==> src/inc/shift_store_pkg.sv <==
package shift_store_pkg;

  // stage count of both registers
  localparam int unsigned STAGE_COUNT = 8;
  // stage that takes the serial input on a shift
  localparam int unsigned FIRST_STAGE = 0;
  // value of a cleared register
  localparam logic [STAGE_COUNT-1:0] CLEAR_VALUE = 8'h00;
  // level of a clock pin sampled before the first edge
  localparam logic PIN_IDLE = 1'h0;
  // serial output level while the shift register is cleared
  localparam logic SERIAL_CLEAR = 1'h0;
  // system clock period in ns
  localparam int unsigned REF_CLK_PERIOD_NS = 50;

endpackage : shift_store_pkg

==> src/inc/pin_edge_if.sv <==
`timescale 1ns/1ps
interface pin_edge_if;

  // one-cycle pulses, one per rising edge of each pin clock
  logic shift_rise;
  logic store_rise;

  modport src (
    output shift_rise,
    output store_rise
  );

  modport dst (
    input shift_rise,
    input store_rise
  );

endinterface : pin_edge_if

==> src/verilog/pin_rise_detect.sv <==
`timescale 1ns/1ps
module pin_rise_detect (
  input wire logic ref_clk_i,
  input wire logic sys_rst_i,
  input wire logic shift_clk_i,
  input wire logic store_clk_i,
  pin_edge_if.src edges
);

  logic shift_last;
  logic store_last;

  ////////////////////////////////////////////////////////////////////////////
  // previous pin levels
  always_ff @(posedge ref_clk_i) begin
    if (sys_rst_i) begin
      shift_last <= shift_store_pkg::PIN_IDLE;
      store_last <= shift_store_pkg::PIN_IDLE;
    end else begin
      shift_last <= shift_clk_i;
      store_last <= store_clk_i;
    end
  end

  ////////////////////////////////////////////////////////////////////////////
  // low-to-high transitions only
  assign edges.shift_rise = shift_clk_i & ~shift_last;
  assign edges.store_rise = store_clk_i & ~store_last;

endmodule : pin_rise_detect

==> src/verilog/shift_store_reg.sv <==
`timescale 1ns/1ps
// Contract
// - eight shift stages, eight storage bits
// - shift on shift clock rise, clear high
// - serial input into stage zero, rest move up
// - serial output shows last shift stage
// - store clock rise loads all stages
// - parallel outputs follow storage register
// - simultaneous edges store pre-shift contents
// - tied clocks keep shift one ahead
// - shift clear zeros stages, storage untouched
// - store clear zeros storage, shift untouched
// - store during shift clear loads zeros
module shift_store_reg #(
  parameter int unsigned WIDTH = shift_store_pkg::STAGE_COUNT
) (
  input wire logic ref_clk_i,
  input wire logic sys_rst_i,
  input wire logic serial_in_i,
  input wire logic shift_clk_i,
  input wire logic store_clk_i,
  input wire logic shift_clear_n_i,
  input wire logic store_clear_n_i,
  output logic serial_out_o,
  output logic [WIDTH-1:0] par_out_o
);

  // cleared value at this register width
  localparam logic [WIDTH-1:0] CLEARED =
    WIDTH'(shift_store_pkg::CLEAR_VALUE);
  // stage that drives the serial output
  localparam int unsigned LAST_STAGE = WIDTH - 1;

  // what a register does at one system clock edge
  typedef enum logic [1:0] {
    HOLD = 2'h0,
    LOAD = 2'h1,
    ZERO = 2'h3
  } act_t;

  logic [WIDTH-1:0] stages;
  logic [WIDTH-1:0] storage;
  act_t shift_act;
  act_t store_act;

  pin_edge_if edges ();

  ////////////////////////////////////////////////////////////////////////////
  // pin clock edges as one-cycle enables

  pin_rise_detect u_rise (
    .ref_clk_i (ref_clk_i),
    .sys_rst_i (sys_rst_i),
    .shift_clk_i (shift_clk_i),
    .store_clk_i (store_clk_i),
    .edges (edges)
  );

  ////////////////////////////////////////////////////////////////////////////
  // shared decoding

  // a clear, system or pin, beats an edge in the same cycle
  function automatic act_t reg_action(
    input logic rst,
    input logic clear_n,
    input logic rise
  );
    act_t act;
    if (rst || !clear_n) begin
      act = ZERO;
    end else if (rise) begin
      act = LOAD;
    end else begin
      act = HOLD;
    end
    return act;
  endfunction : reg_action

  // value a shift stage takes at a shift
  function automatic logic stage_source(
    input logic [WIDTH-1:0] cur,
    input logic din,
    input int unsigned idx
  );
    logic src;
    if (idx == shift_store_pkg::FIRST_STAGE) begin
      src = din;
    end else begin
      src = cur[idx-1];
    end
    return src;
  endfunction : stage_source

  // value a storage bit takes at a store: the stage as it stood
  // before this edge, or zero while the shift clear empties it
  function automatic logic store_source(
    input logic [WIDTH-1:0] cur,
    input logic clear_n,
    input int unsigned idx
  );
    logic src;
    if (clear_n) begin
      src = cur[idx];
    end else begin
      src = CLEARED[idx];
    end
    return src;
  endfunction : store_source

  ////////////////////////////////////////////////////////////////////////////
  // what each register does this cycle

  assign shift_act = reg_action(
    sys_rst_i,
    shift_clear_n_i,
    edges.shift_rise
  );

  assign store_act = reg_action(
    sys_rst_i,
    store_clear_n_i,
    edges.store_rise
  );

  ////////////////////////////////////////////////////////////////////////////
  // one slice per stage: shift stage and the storage bit above it

  for (genvar g = 0; g < WIDTH; g++) begin : g_slice

    // shift stage
    always_ff @(posedge ref_clk_i) begin
      case (shift_act)
        ZERO: begin
          stages[g] <= CLEARED[g];
        end
        LOAD: begin
          stages[g] <= stage_source(
            stages,
            serial_in_i,
            g
          );
        end
        default: begin
          stages[g] <= stages[g];
        end
      endcase
    end

    // storage bit, fed from the pre-edge stage content
    always_ff @(posedge ref_clk_i) begin
      case (store_act)
        ZERO: begin
          storage[g] <= CLEARED[g];
        end
        LOAD: begin
          storage[g] <= store_source(
            stages,
            shift_clear_n_i,
            g
          );
        end
        default: begin
          storage[g] <= storage[g];
        end
      endcase
    end

  end : g_slice

  ////////////////////////////////////////////////////////////////////////////
  // serial output: its own copy of the last stage, for cascading

  always_ff @(posedge ref_clk_i) begin
    case (shift_act)
      ZERO: begin
        serial_out_o <= shift_store_pkg::SERIAL_CLEAR;
      end
      LOAD: begin
        serial_out_o <= stage_source(
          stages,
          serial_in_i,
          LAST_STAGE
        );
      end
      default: begin
        serial_out_o <= serial_out_o;
      end
    endcase
  end

  ////////////////////////////////////////////////////////////////////////////
  // parallel outputs, straight from the storage flops

  assign par_out_o = storage;

endmodule : shift_store_reg
==> config.mk <==
export PLATFORM = sky130hd
export DESIGN_NAME = shift_store_reg
export DESIGN_NICKNAME = d
export VERILOG_FILES = /design/src/inc/shift_store_pkg.sv /design/src/inc/pin_edge_if.sv /design/src/verilog/pin_rise_detect.sv /design/src/verilog/shift_store_reg.sv
export SDC_FILE = /design/constraint.sdc
export NUM_CORES = 1
export LEC_CHECK = 0
export ABC_AREA = 1
export BUFFER_PORTS_ARGS = -buffer_cell sky130_fd_sc_hd__buf_4
export CAP_MARGIN = 10
export CORE_AREA = 8 8 51 53
export CTS_CLUSTER_DIAMETER = 50
export DETAILED_ROUTE_END_ITERATION = 16
export DIE_AREA = 0 0 59 61
export PLACE_DENSITY = 0.63
export SYNTH_ARGS = -nofsm -noshare
export SYNTH_HDL_FRONTEND = slang
export SYNTH_HIERARCHICAL = 1
export SYNTH_SLANG_ARGS = --single-unit
==> constraint.sdc <==
create_clock -name ref_clk_i -period 1.4 [get_ports ref_clk_i]
set_input_delay 0.14 -clock ref_clk_i [delete_from_list [all_inputs] [get_ports ref_clk_i]]
set_output_delay 0.14 -clock ref_clk_i [all_outputs]
set_load 0.01 [all_outputs]
==> results.sh <==
export IMPL_hold_path_class="input pin to flip-flop"
export IMPL_dieArea_mm2=0.00360
export IMPL_wirelength_um=1090
export IMPL_fin_crit_ns=1.19
export IMPL_synth_area_leader_cell="edfxtp_1"
export IMPL_p_leak_nw=0.366
export IMPL_cts_root_buf="clkbuf_4"
export IMPL_cts_resized=0
export IMPL_dr_total_vias=448
export IMPL_start_util_pct=39.5
export IMPL_cts_buffers=3
export IMPL_dieHeight_um=61
export IMPL_post_route_period_util_pct=84.8
export IMPL_n_fill_cell=182
export IMPL_path_class="flip-flop to flip-flop"
export IMPL_wl_per_cell_um=10.1
export IMPL_yosys_warnings=6
export IMPL_grt_util_met1_pct=7.34
export IMPL_antenna_found_initial=0
export IMPL_synth_async_sr_flop_share_pct=0
export IMPL_end_kind="flip-flop"
export IMPL_netlist_top_cells_count="nor2_1, edfxtp_1, inv_1"
export IMPL_finClkSkew_ns=0.00424
export IMPL_grt_first_pass_wirelength_um=1840
export IMPL_drc=0
export IMPL_synth_simple_gate_area_share_pct=21.3
export IMPL_clk_pin_slew_worst_paths_ns=0.09
export IMPL_vias_per_cell=4.15
export IMPL_first_pass_iters=4
export IMPL_die_w_um=59
export IMPL_start_kind="flip-flop"
export IMPL_synth_adder_area_share_pct=0
export IMPL_synth_top_family_by_area="simple AND/OR/NAND/NOR gates"
export IMPL_critPathArrivalTime_ns=1.14
export IMPL_busiest_layer="met2"
export IMPL_grt_pass1_vias=450
export IMPL_rsz0062_at_grt="false"
export IMPL_fin_nets=89
export IMPL_relSlewSlack_pct=72.7
export IMPL_gp_congestion=0.644
export IMPL_timing_fmax_ghz=0.842
export IMPL_ys_ff_latch=18
export IMPL_tightestPinTransition_ns=0.408
export IMPL_grtUsageTotal_pct=6.95
export IMPL_path_max_fanout=8
export IMPL_ant_nets=0
export IMPL_rows=16
export IMPL_cts_hold_buf=0
export IMPL_ys_types=9
export IMPL_synth_xor_area_share_pct=0
export IMPL_cts_buffer_depth=2
export IMPL_drv_slew=0
export IMPL_clk_latency_ns=0.29
export IMPL_antenna_cells=0
export IMPL_cts_setup_buffers=0
export IMPL_muxShareOfSynthArea_pct=0
export IMPL_dp_cells=104
export IMPL_ir_drop_uv=561
export IMPL_h_tree_depth=1
export IMPL_drtIter0Drc=7
export IMPL_grt_use_met2_pct=10.4
export IMPL_ios=16
export IMPL_synth_main_ff_cell="edfxtp_1"
export IMPL_required_ns=1.36
export IMPL_max_cap_violations=0
export IMPL_synth_edff_count=16
export IMPL_synth_cells=62
export IMPL_seq_area_frac_synth_pct=71.5
export IMPL_coreArea_mm2=0.00184
export IMPL_grt_max_degree=11
export IMPL_netlist_area_um2=728
export IMPL_setup_tns_ns=0
export IMPL_finalPower_mw=0.961
export IMPL_regArea_um2=520
export IMPL_pwr_density_cell_mw_per_mm2=1070
export IMPL_multiInputGateArea_um2=155
export IMPL_cts_sinks=18
export IMPL_netlist_top_cells_area="edfxtp_1, nor2_1, dfxtp_1, inv_1, nand3_4"
export IMPL_cts_tree="built"
export IMPL_synth_nets=69
export IMPL_portBuffers=15
export IMPL_post_synth_cell_area_avg_um2=11.7
export IMPL_syn_to_final_growth_pct=23.2
export IMPL_hold_worst_slack_ns=0.0233
export IMPL_grt_overflow_total=0
export IMPL_drive_gt1_share_pct=27.2
export IMPL_finalHoldViolCount=0
export IMPL_synth_most_common_cell="nor2_1"
export IMPL_synth_compound_area_share_pct=0
export IMPL_synth_top_area_share_pct=66.0
export IMPL_fin_cells=108
export IMPL_dpl_hpwl_um=822
export IMPL_outcome="completed"
export IMPL_setup_viol=0
export IMPL_grtUsageMet3_pct=1.69
## cells in the final DEF, fill, tap and decap left out
master	Yosys	layout
clkbuf_1	0	1
clkbuf_4	0	3
inv_2	1	1
edfxtp_1	16	16
nand3b_1	2	2
nand3_4	2	2
dfxtp_1	2	2
inv_1	10	10
nor2_1	20	20
nand2_1	8	8
buf_4	0	16
## metrics by stage
step                setup slack (ns)  utilization (%)  instance area [um2]
floorplan                      0.303                -                  728
global placement               0.262             47.3                  871
detailed placement             0.219             47.3                  871
CTS                            0.210             48.7                  897
global route                   0.165             48.7                  897
finish                         0.213             48.7                  897
## power by group
group	total [mW]	internal [mW]	switching, mW
Clock	0.259	0.111	0.148
Combinational	0.0840	0.0381	0.0458
Sequential	0.618	0.608	0.00970
## flip-flops by register name, summed over array words and instances (netlist names)
signal	cells
par_out_o	8
serial_out_o	1
stages	7
u_rise/shift_last	1
u_rise/store_last	1
## routing by layer
layer  wire length (um)  share of wire [%]
met2                513                 47
met4                 27                2.5
met1                453                 42
met3                 95                8.7
met5                  0                  0
## worst max-delay path, cell delays in order, from the launching register on
cell and delay, ns:
dfxtp_1 0.31, nor2_1 0.20, nand3b_1 0.35
## final timing paths
| kind | depth (start not counted) | slack, ns | start | endpoint |
|---|---|---|---|---|
| hold / removal | 2 | 0.02 | sys_rst_i | u_rise/store_last |
| setup / recovery | 2 | 0.21 | u_rise/store_last | par_out_o[4] |
| hold reg to reg | 2 | 0.59 | stages[1] | stages[2] |
| setup reg to reg | 2 | 0.21 | u_rise/store_last | par_out_o[4] |
## logic make-up after synthesis
group,Yosys count
DFF,18
and+or+nand+nor,32
buffers and inverters,12
## area by class of cell
type	count	area share (%)
multi-input combinational	32	17.3
clock buffer	4	2.93
timing repair buffer	16	13.4
sequential	18	58.0
tap	27	3.77
inverter	11	4.60
Power figures use the tool's default switching activity.
